### config.mk
export PLATFORM = sky130hd
export DESIGN_NAME = sbd_link
export DESIGN_NICKNAME = d
export VERILOG_FILES = /design/src/core/sbd_pkg.sv /design/src/core/sbd_sync.sv /design/src/core/sbd_clkdiv.sv /design/src/core/sbd_link.sv
export SDC_FILE = /design/constraint.sdc
export NUM_CORES = 1
export LEC_CHECK = 0
export ABC_CLOCK_PERIOD_IN_PS = 5250
export BUFFER_PORTS_ARGS = -buffer_cell sky130_fd_sc_hd__buf_2
export CELL_PAD_IN_SITES_DETAIL_PLACEMENT = 2
export CELL_PAD_IN_SITES_GLOBAL_PLACEMENT = 2
export CORE_MARGIN = 2
export CORE_UTILIZATION = 39
export CTS_CLUSTER_DIAMETER = 80
export DETAILED_ROUTE_END_ITERATION = 10
export PLACE_DENSITY_LB_ADDON = 0.05
export SLEW_MARGIN = 20
export SYNTH_ARGS = -nofsm -noshare
export SYNTH_HDL_FRONTEND = slang
export SYNTH_SLANG_ARGS = --single-unit
export TNS_END_PERCENT = 1
### constraint.sdc
create_clock -name core_clk -period 5.25 [get_ports core_clk]
set_input_delay 0.525 -clock core_clk [delete_from_list [all_inputs] [get_ports core_clk]]
set_output_delay 0.525 -clock core_clk [all_outputs]
set_load 0.005 [all_outputs]
### src/core/sbd_pkg.sv
// Constants and carrier types for the single-wire background debug link
package sbd_pkg;
  localparam int BIT_CYC = 16;
  localparam int SAMPLE_CYC = 10;
  localparam int SPEEDUP_CYC = 7;
  localparam int ZERO_LOW_CYC = 13;
  localparam int TIMEOUT_CYC = 512;
  localparam int CNT_W = 10;
  localparam logic [7:0] CMD_BACKGROUND = 8'h90;
  localparam logic [7:0] CMD_GO = 8'h08;
  localparam logic [7:0] CMD_TRACE = 8'h10;
  localparam logic [7:0] CMD_TAGGO = 8'h18;
  localparam logic [7:0] CMD_STATUS = 8'hE4;
  localparam logic [7:0] CMD_CONTROL = 8'hC4;
  localparam logic [7:0] CMD_RD_BKPT = 8'hE2;
  localparam logic [7:0] CMD_WR_BKPT = 8'hC2;
  localparam int CTL_CLKSEL = 2;
  localparam int CTL_ALLOW = 7;
  localparam int CTL_BKPT_EN = 6;

  typedef enum logic [2:0] {
    ST_IDLE, ST_CMD, ST_RX, ST_TX, ST_DONE
  } sbd_state_type;

  // Pin drive pair: out value and active-low enable
  typedef struct packed {
    logic out;
    logic oe_b;
  } sbd_pin_type;

  // Requests made toward the CPU and system
  typedef struct packed {
    logic halt_req;
    logic go_req;
    logic trace_req;
    logic wake_req;
  } sbd_cpu_type;
endpackage : sbd_pkg

### src/core/sbd_sync.sv
// Two-flop synchroniser with falling-edge detect behind it
`timescale 1ns/1ps
module sbd_sync (
  input wire logic core_clk,
  input wire logic rst_b,
  input wire logic din,
  output logic level,
  output logic fall
);
  typedef struct packed {
    logic s1;
    logic s2;
    logic s3;
  } sbd_sync_state_type;
  sbd_sync_state_type st_ff;
  sbd_sync_state_type nxt_st;

  // Only s2 and s3 feed logic; s1 feeds s2, and feeds s3 as well during reset
  always_comb begin
    nxt_st = st_ff;
    nxt_st.s1 = din;
    nxt_st.s2 = st_ff.s1;
    nxt_st.s3 = st_ff.s2;
  end

  // Keeps sampling through reset so the strap level is settled at release;
  // s3 follows s1 so no false edge appears when reset lifts
  always_ff @(posedge core_clk) begin
    if (!rst_b) begin
      st_ff <= {din, st_ff.s1, st_ff.s1};
    end else begin
      st_ff <= nxt_st;
    end
  end

  assign level = st_ff.s2;
  assign fall = st_ff.s3 & ~st_ff.s2;
endmodule : sbd_sync

### src/core/sbd_clkdiv.sv
// Debug clock enable: bus rate or divided alternate rate
`timescale 1ns/1ps
module sbd_clkdiv (
  input wire logic core_clk,
  input wire logic rst_b,
  input wire logic sel_alt,
  output logic tick
);
  localparam logic [1:0] ALT_DIV = 2'h3;
  typedef struct packed {
    logic [1:0] cnt;
  } sbd_div_state_type;
  sbd_div_state_type st_ff;
  sbd_div_state_type nxt_st;

  // Alternate source modelled as core rate divided by four
  always_comb begin
    nxt_st = st_ff;
    nxt_st.cnt = (st_ff.cnt == ALT_DIV) ? 2'h0 : st_ff.cnt + 2'h1;
  end

  always_ff @(posedge core_clk) begin
    if (!rst_b) begin
      st_ff <= '0;
    end else begin
      st_ff <= nxt_st;
    end
  end

  assign tick = sel_alt ? (st_ff.cnt == ALT_DIV) : 1'b1;
endmodule : sbd_clkdiv

### src/core/sbd_link.sv
// Single-wire background debug controller: bit engine and command front end
`timescale 1ns/1ps
module sbd_link (
  input wire logic core_clk,
  input wire logic rst_b,
  input wire logic por_flag,
  input wire logic force_background_flag,
  input wire logic debug_pin_in,
  output logic debug_pin_out,
  output logic debug_pin_oe_b,
  input wire logic [15:0] cpu_addr,
  input wire logic cpu_halted,
  input wire logic cpu_stopped,
  output sbd_pkg::sbd_cpu_type cpu_req,
  output logic bkpt_hit,
  output logic osc_keep,
  output logic watchdog_hold,
  output logic boot_background,
  output logic [7:0] cmd_code,
  output logic cmd_valid
);
  import sbd_pkg::*;

  typedef struct packed {
    sbd_state_type st;
    logic [CNT_W-1:0] bit_cnt;
    logic [CNT_W-1:0] gap_cnt;
    logic in_bit;
    logic [4:0] nbits;
    logic [15:0] shreg;
    logic [7:0] cmd;
    logic [7:0] ctl;
    logic [15:0] bkpt;
    logic tx_bit;
    logic pin_out;
    logic pin_oe_b;
    logic boot_done;
    logic boot_bg;
    logic halt_req;
    logic go_req;
    logic trace_req;
    logic wake_req;
    logic cmd_valid;
    logic hit;
  } sbd_link_state_type;

  sbd_link_state_type st_ff;
  sbd_link_state_type nxt_st;
  logic pin_lvl;
  logic pin_fall;
  logic dtick;

  // Active-mode codes need the CPU halted
  function automatic logic needs_halt(input logic [7:0] c);
    needs_halt = (c[7:6] == 2'b00) || (c[7:5] == 3'b010) || (c[7:4] == 4'h6)
                 || (c[7:4] == 4'h7);
  endfunction : needs_halt

  // Number of reply bits a known command sends back
  function automatic logic [4:0] tx_len(input logic [7:0] c);
    case (c)
      CMD_STATUS: tx_len = 5'd8;
      CMD_RD_BKPT: tx_len = 5'd16;
      default: tx_len = 5'd0;
    endcase
  endfunction : tx_len

  // Number of data bits a known command receives
  function automatic logic [4:0] rx_len(input logic [7:0] c);
    case (c)
      CMD_CONTROL: rx_len = 5'd8;
      CMD_WR_BKPT: rx_len = 5'd16;
      default: rx_len = 5'd0;
    endcase
  endfunction : rx_len

  // Pin goes through two flops before anything reads it
  sbd_sync u_sync (
    .core_clk(core_clk),
    .rst_b(rst_b),
    .din(debug_pin_in),
    .level(pin_lvl),
    .fall(pin_fall)
  );

  sbd_clkdiv u_div (
    .core_clk(core_clk),
    .rst_b(rst_b),
    .sel_alt(st_ff.ctl[CTL_CLKSEL]),
    .tick(dtick)
  );

  // Bit engine and command decode
  always_comb begin
    nxt_st = st_ff;
    nxt_st.go_req = 1'b0;
    nxt_st.trace_req = 1'b0;
    nxt_st.wake_req = 1'b0;
    nxt_st.cmd_valid = 1'b0;
    // Mode strap caught one cycle after reset release, from synced pin
    if (!st_ff.boot_done) begin
      nxt_st.boot_done = 1'b1;
      nxt_st.boot_bg = por_flag & ~pin_lvl;
      nxt_st.halt_req = por_flag & ~pin_lvl;
    end
    // Forced entry after a live force-flag write
    if (force_background_flag && !pin_lvl) begin
      nxt_st.halt_req = 1'b1;
    end
    if (!cpu_halted && st_ff.halt_req && st_ff.boot_done && nxt_st.halt_req == st_ff.halt_req) begin
      nxt_st.halt_req = st_ff.halt_req;
    end
    if (cpu_halted) begin
      nxt_st.halt_req = 1'b0;
    end
    // Breakpoint compare on CPU address
    nxt_st.hit = st_ff.ctl[CTL_BKPT_EN] && (cpu_addr == st_ff.bkpt);
    // Gap counter restarted by each falling edge on the pin
    if (pin_fall) begin
      nxt_st.gap_cnt = '0;
    end else if (dtick && st_ff.gap_cnt != CNT_W'(TIMEOUT_CYC)) begin
      nxt_st.gap_cnt = st_ff.gap_cnt + 1'b1;
    end
    if (dtick && st_ff.gap_cnt == CNT_W'(TIMEOUT_CYC - 1) && st_ff.st != ST_IDLE) begin
      nxt_st.st = ST_IDLE;
      nxt_st.in_bit = 1'b0;
      nxt_st.pin_oe_b = 1'b1;
    end else if (pin_fall && !st_ff.in_bit) begin
      nxt_st.in_bit = 1'b1;
      nxt_st.bit_cnt = '0;
      if (st_ff.st == ST_IDLE) begin
        nxt_st.st = ST_CMD;
        nxt_st.nbits = 5'd8;
      end
      if (st_ff.st == ST_TX) begin
        nxt_st.tx_bit = st_ff.shreg[15];
        nxt_st.shreg = {st_ff.shreg[14:0], 1'b0};
      end
    end else if (st_ff.in_bit && dtick) begin
      nxt_st.bit_cnt = st_ff.bit_cnt + 1'b1;
      if (st_ff.st == ST_TX) begin
        if (st_ff.bit_cnt == '0 && !st_ff.tx_bit) begin
          nxt_st.pin_out = 1'b0;
          nxt_st.pin_oe_b = 1'b0;
        end
        if (st_ff.bit_cnt == CNT_W'(SPEEDUP_CYC - 1) && st_ff.tx_bit) begin
          nxt_st.pin_out = 1'b1;
          nxt_st.pin_oe_b = 1'b0;
        end else if (st_ff.bit_cnt == CNT_W'(ZERO_LOW_CYC - 1) && !st_ff.tx_bit) begin
          nxt_st.pin_out = 1'b1;
          nxt_st.pin_oe_b = 1'b0;
        end else if (!st_ff.pin_oe_b && st_ff.pin_out) begin
          nxt_st.pin_oe_b = 1'b1;
        end
      end else if (st_ff.bit_cnt == CNT_W'(SAMPLE_CYC - 1)) begin
        nxt_st.shreg = {st_ff.shreg[14:0], pin_lvl};
        nxt_st.nbits = st_ff.nbits - 1'b1;
      end
      if (st_ff.bit_cnt == CNT_W'(BIT_CYC - 1)) begin
        nxt_st.in_bit = 1'b0;
        nxt_st.pin_oe_b = 1'b1;
        if (st_ff.st == ST_TX) begin
          nxt_st.nbits = st_ff.nbits - 1'b1;
          if (st_ff.nbits == 5'd1) begin
            nxt_st.st = ST_IDLE;
          end
        end else if (st_ff.nbits == '0) begin
          if (st_ff.st == ST_CMD) begin
            nxt_st.cmd = st_ff.shreg[7:0];
            nxt_st.cmd_valid = 1'b1;
            nxt_st.st = ST_IDLE;
            if (needs_halt(st_ff.shreg[7:0]) && !cpu_halted) begin
              nxt_st.st = ST_IDLE;
              nxt_st.cmd_valid = 1'b0;
            end else if (st_ff.shreg[7:0] == CMD_BACKGROUND) begin
              if (st_ff.ctl[CTL_ALLOW]) begin
                nxt_st.halt_req = 1'b1;
                nxt_st.wake_req = cpu_stopped;
              end
            end else if (st_ff.shreg[7:0] == CMD_GO || st_ff.shreg[7:0] == CMD_TAGGO) begin
              nxt_st.go_req = 1'b1;
            end else if (st_ff.shreg[7:0] == CMD_TRACE) begin
              nxt_st.trace_req = 1'b1;
            end else if (tx_len(st_ff.shreg[7:0]) != '0) begin
              nxt_st.st = ST_TX;
              nxt_st.nbits = tx_len(st_ff.shreg[7:0]);
              nxt_st.shreg = (st_ff.shreg[7:0] == CMD_STATUS)
                             ? {st_ff.ctl | {7'h00, cpu_halted}, 8'h00} : st_ff.bkpt;
            end else if (rx_len(st_ff.shreg[7:0]) != '0) begin
              nxt_st.st = ST_RX;
              nxt_st.nbits = rx_len(st_ff.shreg[7:0]);
            end
          end else if (st_ff.st == ST_RX) begin
            if (st_ff.cmd == CMD_CONTROL) begin
              nxt_st.ctl = st_ff.shreg[7:0];
            end else begin
              nxt_st.bkpt = st_ff.shreg;
            end
            nxt_st.st = ST_IDLE;
          end
        end
      end
    end
  end

  // Synchronous active-low reset to released pin and idle engine
  always_ff @(posedge core_clk) begin
    if (!rst_b) begin
      st_ff <= '0;
      st_ff.st <= ST_IDLE;
      st_ff.pin_out <= 1'b1;
      st_ff.pin_oe_b <= 1'b1;
    end else begin
      st_ff <= nxt_st;
    end
  end

  assign debug_pin_out = st_ff.pin_out;
  assign debug_pin_oe_b = st_ff.pin_oe_b;
  assign cpu_req = '{halt_req: st_ff.halt_req, go_req: st_ff.go_req,
                     trace_req: st_ff.trace_req, wake_req: st_ff.wake_req};
  assign bkpt_hit = st_ff.hit;
  assign osc_keep = st_ff.ctl[CTL_ALLOW];
  assign watchdog_hold = cpu_halted;
  assign boot_background = st_ff.boot_bg;
  assign cmd_code = st_ff.cmd;
  assign cmd_valid = st_ff.cmd_valid;

  // Pin released while receiving host bits
  AST_RX_RELEASE: assert property (@(posedge core_clk) disable iff (!rst_b)
    (st_ff.st == ST_RX || st_ff.st == ST_CMD) |-> st_ff.pin_oe_b)
    else $error("pin driven during host bit");

  // Gap reaching the limit returns the engine to idle
  AST_TIMEOUT: assert property (@(posedge core_clk) disable iff (!rst_b)
    (dtick && st_ff.gap_cnt == CNT_W'(TIMEOUT_CYC - 1) && !pin_fall) |=> st_ff.st == ST_IDLE)
    else $error("timeout did not abort");

  // Low drive only ever when sending
  AST_LOW_IN_TX: assert property (@(posedge core_clk) disable iff (!rst_b)
    (!st_ff.pin_oe_b && !st_ff.pin_out) |-> st_ff.st == ST_TX || $past(st_ff.st) == ST_TX)
    else $error("low drive outside reply");

  // Speedup pulse lasts exactly one debug tick when bus clock selected
  AST_PULSE: assert property (@(posedge core_clk) disable iff (!rst_b)
    (!st_ff.ctl[CTL_CLKSEL] && $fell(st_ff.pin_oe_b) && st_ff.pin_out && st_ff.st == ST_TX)
    |=> st_ff.pin_oe_b)
    else $error("speedup pulse too long");

  // Background raises no wake request when not allowed
  AST_ALLOW: assert property (@(posedge core_clk) disable iff (!rst_b)
    (st_ff.cmd_valid && st_ff.cmd == CMD_BACKGROUND && !st_ff.ctl[CTL_ALLOW]) |-> !st_ff.wake_req)
    else $error("background accepted while barred");

  // Active-mode command never valid while running
  AST_HALT_ONLY: assert property (@(posedge core_clk) disable iff (!rst_b)
    (st_ff.go_req || st_ff.trace_req) |-> $past(cpu_halted))
    else $error("active command while running");

  // Command byte is eight sampled bits
  AST_CMD_LEN: assert property (@(posedge core_clk) disable iff (!rst_b)
    $rose(st_ff.cmd_valid) |-> st_ff.cmd == $past(st_ff.shreg[7:0]))
    else $error("command byte mismatch");

  // Watchdog held throughout halt
  AST_WDOG: assert property (@(posedge core_clk) disable iff (!rst_b)
    cpu_halted |-> watchdog_hold)
    else $error("watchdog not held");
endmodule : sbd_link

## After elaboration in Yosys (flattened, before gate mapping)

Cells that the tools add are included.

| word-level totals | value |
|---|---|
| logic and storage cells | 221 |
| output and inout port bits | 19 |
| register bits | 93 |
| input port bits | 23 |

| cells by class | value |
|---|---|
| muxes and demuxes | 94 |
| eq/ne operators | 28 |
| bitwise operators | 15 |
| reduce and logical (&&, ||, !) cells | 56 |
| add/sub/neg operators | 4 |

Operators by type and width:

| kind | count |
|---|---|
| $mux 5 | 34 |
| $mux 21 | 7 |
| $mux 54 | 2 |
| $mux 16 | 4 |
| $mux 53 | 1 |
| $eq 8x8->1 const B | 6 |
| $mux 24 | 2 |
| $mux 48 | 1 |
| $eq 10x4->1 const B | 3 |
| $mux 29 | 1 |
| $mux 13 | 2 |
| $mux 22 | 1 |
| $reduce_or 11->1 | 2 |
| $mux 3 | 7 |
| $add 10x1->10 const B | 2 |
| $pmux 5 s2 | 2 |
| $mux 1 | 19 |
| $mux 2 | 9 |
| $reduce_and 9->1 | 2 |
| $eq 16x16->1 | 1 |
| $eq 8x5->1 const B | 2 |
| $logic_and 1x1->1 | 15 |
| $reduce_bool 5->1 | 3 |
| $not 1->1 | 12 |
| other kinds (36) | 57 |

## Logic depth before layout (Yosys ltp)

| logic depth | value |
|---|---|
| depth in word-level cells | 39 |
| gate-level depth with buffers | 11 |
| depth with buffers taken out | 8 |

## Cells and area by module

From an unflattened synthesis, not the netlist that was laid out.

| unflattened totals | value |
|---|---|
| cells, all modules | 597 |
| area, all modules | 5023.6 sq um |

Modules (own cells, without submodules):

| module | area an instance (sq um) | instances | cells each | sequential area each (sq um) |
|---|---|---|---|---|
| sbd_link | 4862.2 | 1 | 586 | 1741.7 |
| sbd_sync | 81.3 | 1 | 5 | 60.1 |
| sbd_clkdiv | 80.1 | 1 | 6 | 40.0 |

## Worst setup path after synthesis

Ideal clock, no wire load.

| timing | value |
|---|---|
| kind | register to register |
| from | register st_ff[75] in the netlist's numbering |
| to | register st_ff[50] in the netlist's numbering |
| required time | 5.116 ns |
| library setup time | 0.134 ns |
| clock period less this slack | 1.978 ns |
| arrival time | 1.844 ns |
| path buffers | 3 |
| cell stages (with the launch flop) | 10 |
| slack | 3.272 ns |
| cell sequence | dfxtp_1 -> ha_1 -> and3_1 -> buf_2 -> and4_1 -> buf_4 -> and4_1 -> buf_2 -> a222oi_1 -> o22ai_1 |

| on the way | value |
|---|---|
| longest elaborated chain between the ends | 15 |
| elaborated cells between the ends (all ways) | 16 |
| those cells by class | 2 x eq/ne; 14 x mux |

Ends and longest elaborated chain:

| element | RTL line | source |
|---|---|---|
| start, declared | sbd_link.sv:47 | `sbd_link_state_type st_ff;` |
| start signal, assigned | sbd_link.sv:214 | `st_ff <= nxt_st;` |
| $eq 10x4->1 | sbd_link.sv:155 | `end else if (st_ff.bit_cnt == CNT_W'(SAMPLE_CYC - 1)) begin` |
| $mux 21 | sbd_link.sv:155 |  |
| $mux 21 | sbd_link.sv:141 | `if (st_ff.st == ST_TX) begin` |
| $mux 21 | sbd_link.sv:124 | `if (dtick && st_ff.gap_cnt == CNT_W'(TIMEOUT_CYC - 1) && st_ff.st != ST_IDLE) begin` |
| $mux 16 | sbd_link.sv:184 | `end else if (tx_len(st_ff.shreg[7:0]) != '0) begin` |
| $mux 21 | sbd_link.sv:182 | `end else if (st_ff.shreg[7:0] == CMD_TRACE) begin` |
| $mux 21 | sbd_link.sv:180 | `end else if (st_ff.shreg[7:0] == CMD_GO \|\| st_ff.shreg[7:0] == CMD_TAGGO) begin` |
| $mux 21 | sbd_link.sv:175 | `end else if (st_ff.shreg[7:0] == CMD_BACKGROUND) begin` |
| $mux 21 | sbd_link.sv:172 | `if (needs_halt(st_ff.shreg[7:0]) && !cpu_halted) begin` |
| $mux 29 | sbd_link.sv:168 | `if (st_ff.st == ST_CMD) begin` |
| $mux 53 | sbd_link.sv:167 | `end else if (st_ff.nbits == '0) begin` |
| $mux 48 | sbd_link.sv:162 | `if (st_ff.st == ST_TX) begin` |
| $mux 54 (*) | sbd_link.sv:159 | `if (st_ff.bit_cnt == CNT_W'(BIT_CYC - 1)) begin` |
| $mux 54 (*) | sbd_link.sv:139 | `end else if (st_ff.in_bit && dtick) begin` |
| $mux 22 (*) | sbd_link.sv:128 | `end else if (pin_fall && !st_ff.in_bit) begin` |

Every way passes the cells marked *; elsewhere a longest branch is shown, timed or not. The select of a mux whose other input is x is not followed.
A chain may end at the register's enable or synchronous reset.

## Final worst setup path

| timing | value |
|---|---|
| from | register st_ff[85] in the netlist's numbering |
| to | register st_ff[43] in the netlist's numbering |

| on the way | value |
|---|---|
| longest elaborated chain between the ends | 14 |
| elaborated cells between the ends (all ways) | 20 |
| those cells by class | 3 x eq/ne; 13 x mux; 1 x bitwise; 3 x reduce/logical |

Ends and longest elaborated chain:

| element | RTL line |
|---|---|
| $eq 3x2->1 | sbd_link.sv:135, sbd_link.sv:141, sbd_link.sv:162 |
| $mux 21 | sbd_link.sv:141 |
| $mux 21 | sbd_link.sv:124 |
| $mux 16 | sbd_link.sv:184 |
| $mux 21 | sbd_link.sv:182 |
| $mux 21 | sbd_link.sv:180 |
| $mux 21 | sbd_link.sv:175 |
| $mux 21 | sbd_link.sv:172 |
| $mux 29 | sbd_link.sv:168 |
| $mux 53 | sbd_link.sv:167 |
| $mux 48 | sbd_link.sv:162 |
| $mux 54 | sbd_link.sv:159 |
| $mux 54 | sbd_link.sv:139 |
| $mux 22 | sbd_link.sv:128 |

Several ways; a longest one is shown, not always the timed one. The select of a mux whose other input is x is not followed.

==> metrics.md <==
| Metric | Value |
|---|---|
| Synth Area in Simple Gates | 26.07% |
| Detailed-route DRC error count | 0 |
| Time the worst path needs with I/O delays and setup | 3.144 ns |
| Vias in the first global route | 4,582 |
| R2r setup slk | 2.11 ns |
| PwrDens | 275.1 nW/um2 |
| Top cells by area, synth | dfxtp_1 37%, nand3_1 5.2%, nand2_1 4.6% |
| Netlist cell types | 70 |
| Post-CTS Setup Repair Bufs | 0 |
| Root buf cell | clkbuf_16 |
| CTS tree | built |
| FF-to-FF Start | st_ff[85] |
| Worst Clk Skew | 0.01251 ns |
| Hold-fix buffers, CTS | 0 |
| Top_reg_cell synth | dfxtp_1 |
| Global-route wire length before repair | 24.77 mm |
| Drt pass-1 iters | 4 |
| Clock latency on the worst-skew pair | 0.35 ns |
| CP Class | reg -> reg |
| Reg2reg path depth | 8 |
| # setup viols final | 0 |
| Starting Density | 39.51% |
| Inserted Diodes | 0 |
| Largest net degree at the start of global routing | 62 |
| Cell Area, Placed | 5114 um2 |
| # H-tree levels | 3 |
| Die area | 13,540 um2 |
| RSZ-0062 raised after global routing | no |
| Area leader, netlist | dfxtp_1 |
| Worst Setup EP | st_ff[43] |
| Number of enable flip-flop cells after synthesis | 0 |
| Nets | 634 |
| Yosys top cell area share | 37.40% |
| Worst r2r dst | st_ff[43] |
| Async S/R FF share, synth | 0% |
| Synth Area in Adders | 3.303% |
| Post-synthesis cell area | 4925 um2 |
| Clock transition at the registers of the reported paths | 0.07 ns |
| Largest family of logic cells by synthesized area | simple AND/OR/NAND/NOR gates |
| Layout cells sized above 1 | 13.93% |
| CP top delay family | simple AND/OR/NAND/NOR gates |
| Critical path's largest stage delay | 0.73 ns |
| Slowest CP cell | nand3_1 |
| Syn Area/Cell | 8.333 um2 |
| Core ar. | 12,470 um2 |
| Lkg Pwr | 0.002126 uW |
| Hold Path Class | in -> reg |
| CTS resizes | 0 |
| Synth Area in Compound Gates | 15.50% |
| IO Pins | 42 |
| Mux share of post-synthesis cell area | 5.081% |
| Most frequent cells after synthesis | 92 x dfxtp_1, 61 x nand2_1, 51 x nand3_1, 44 x nor2_1, 32 x a21oi_1 |
| Total GRT Usage | 23.94% |
| Congestion Overflow GR | 0 |
| Hold Fails Final Rpt | 0 |
| Die W | 116.4 um |
| Post-route design area | 5409 um2 |
| Fin. max-slew vios | 0 |
| Worst setup path start | st_ff[85] |
| Fmax | 0.3181 GHz |
| Status | finished clean |
| Buffers on Ports | 41 |
| Yosys Warn Count | 0 |
| Die Ht | 116.4 um |
| CP endpoint kind | flop |
| Xor-xnor portion of the synthesized cell area | 6.047% |
| CP max FO | 20 |
| Period utilization | 59.88% |
| Max-Cap Viols | 0 |
| Synthesized flop and latch total | 92 |
| Mapped Cells | 591 |
| Initial antenna violation count | 0 |
| Routed WL per cell | 19.79 um |
| Slew Limit Headroom | 31.78% |
| Top-count cell post-synth | dfxtp_1 |
| Total Wirelength | 15.34 mm |
| Setup TNS | 0 ns |
| DR vias | 4,365 |
| Crit start category | flop |
| GPL Wtd Cong | 0.8066 |
| Area Overhead vs Synth | 9.832% |
| Worst path required time | 5.45 ns |
| DP HPWL | 11.09 mm |
| Critical path depth | 8 |
| Clk buf depth | 2 |
| Worst-margin pin slew | 1.020 ns |
| Iter 0 DRT Violations | 163 |
| VDD IR max | 138.3 uV |
| Number of nets with antenna violations after routing | 0 |
| CP Cell Sequence | ha_1 > nor4bb_1 > buf_4 > nand3_1 > o21ai_0 > nand2_1 > a22oi_1 > o32ai_1 |
| Sink Count | 92 |
| CTS Buf Count | 9 |
| Routed vias/inst | 5.632 |
| Cell row count | 41 |
| Buf/Inv on CP | 1 |
| WP data arrival | 3.34 ns |
| Syn nets | 627 |
| Post-synthesis sequential area ratio | 37.40% |
==> report_power, final <==
part / internal, uW / leakage [uW] / switching (uW)
combinational: 38.4 / 0.00124 / 71.0
clock: 353 / 0.000143 / 297
sequential: 712 / 0.000746 / 17.2
total: 1100 / 0.00213 / 385
==> stage by stage <==
stage / util [%] / power (uW) / worst slack, ns / hold slack [ns] / std cells
floorplan: - / 810.8 / 3.272 / 0.3308 / 591
global placement: 41.02 / 848.4 / 2.334 / 0.3596 / 759
detailed placement: 41.02 / 855.1 / 2.162 / 0.3582 / 759
CTS: 43.39 / 1512 / 2.145 / 0.2661 / 775
global route: 43.39 / 1557 / 1.797 / 0.2687 / 775
finish: 43.39 / 1488 / 2.106 / 0.2783 / 775
==> cell families after synthesis <==
kind of cell	Yosys count
muxes	24
AOI/OAI and AO/OA	123
and+or+nand+nor	240
adders and majority gates	13
buffers and inverters	65
DFF	92
xor gates and xnor gates	34
==> layout make-up <==
class | count | area, um2
fill | 1437 | 7057
multi-input combinational | 434 | 2758
sequential | 92 | 1842
clock buffer | 11 | 252.7
timing repair buffer | 46 | 242.7
tap | 172 | 215.2
inverter | 15 | 56.30
clock inverter | 5 | 42.54
==> worst min path at each step <==
stage | start | to | slack (ns) | cells after the start
after global routing | debug_pin_in | u_sync.nxt_st[1] | 0.27 | 1
after detailed placement | u_sync.nxt_st[1] | u_sync.level | 0.36 | 0
after global placement | u_sync.nxt_st[1] | u_sync.level | 0.36 | 0
after floorplan | u_sync.nxt_st[1] | u_sync.level | 0.33 | 0
final | debug_pin_in | u_sync.nxt_st[1] | 0.28 | 1
after CTS | debug_pin_in | u_sync.nxt_st[1] | 0.27 | 1
==> sequential cells by signal (all words and copies together), names as in the netlist <==
| register | count |
|---|---|
| st_ff | 69 |
| cmd_code | 8 |
| cpu_req | 4 |
| u_div.st_ff | 2 |
| bkpt_hit | 1 |
| boot_background | 1 |
| cmd_valid | 1 |
| debug_pin_oe_b | 1 |
| debug_pin_out | 1 |
| osc_keep | 1 |
| u_sync.level | 1 |
| u_sync.nxt_st | 1 |
| u_sync.st_ff | 1 |
==> layout by cell type, fill, tap and decap left out, types with 3 or more instances in the layout <==
master,synthesis,routed
nand3_1,51,51
nand4_1,10,10
and4_1,5,5
buf_2,11,41
clkbuf_16,0,9
o21a_1,3,3
or4_1,3,3
a21oi_1,32,32
nor4_1,5,5
o21ai_0,21,21
nor3_1,13,13
a222oi_1,4,4
ha_1,13,13
dfxtp_1,92,92
and2_1,3,3
nand2b_1,4,4
a22oi_1,5,5
xnor2_1,17,17
o22ai_1,8,8
nand2_1,61,61
nand3b_1,5,5
o211ai_1,7,7
o21ai_1,24,24
nor2_1,44,44
nor2b_1,4,4
and4b_1,4,4
inv_6,0,3
mux2_2,8,8
mux2i_1,16,16
inv_1,14,14
xor2_1,17,17
and3_1,4,4
buf_4,16,5
==> per-layer routing <==
layer	routed length [um]	vias up	GRT usage [%]
li1	-	2108	-
met4	209	0	8.333
met1	7089	2179	31.76
met3	459	14	2.595
met5	0	-	0
met2	7582	64	40.54
Note: power is estimated with default switching activity, not from simulation.
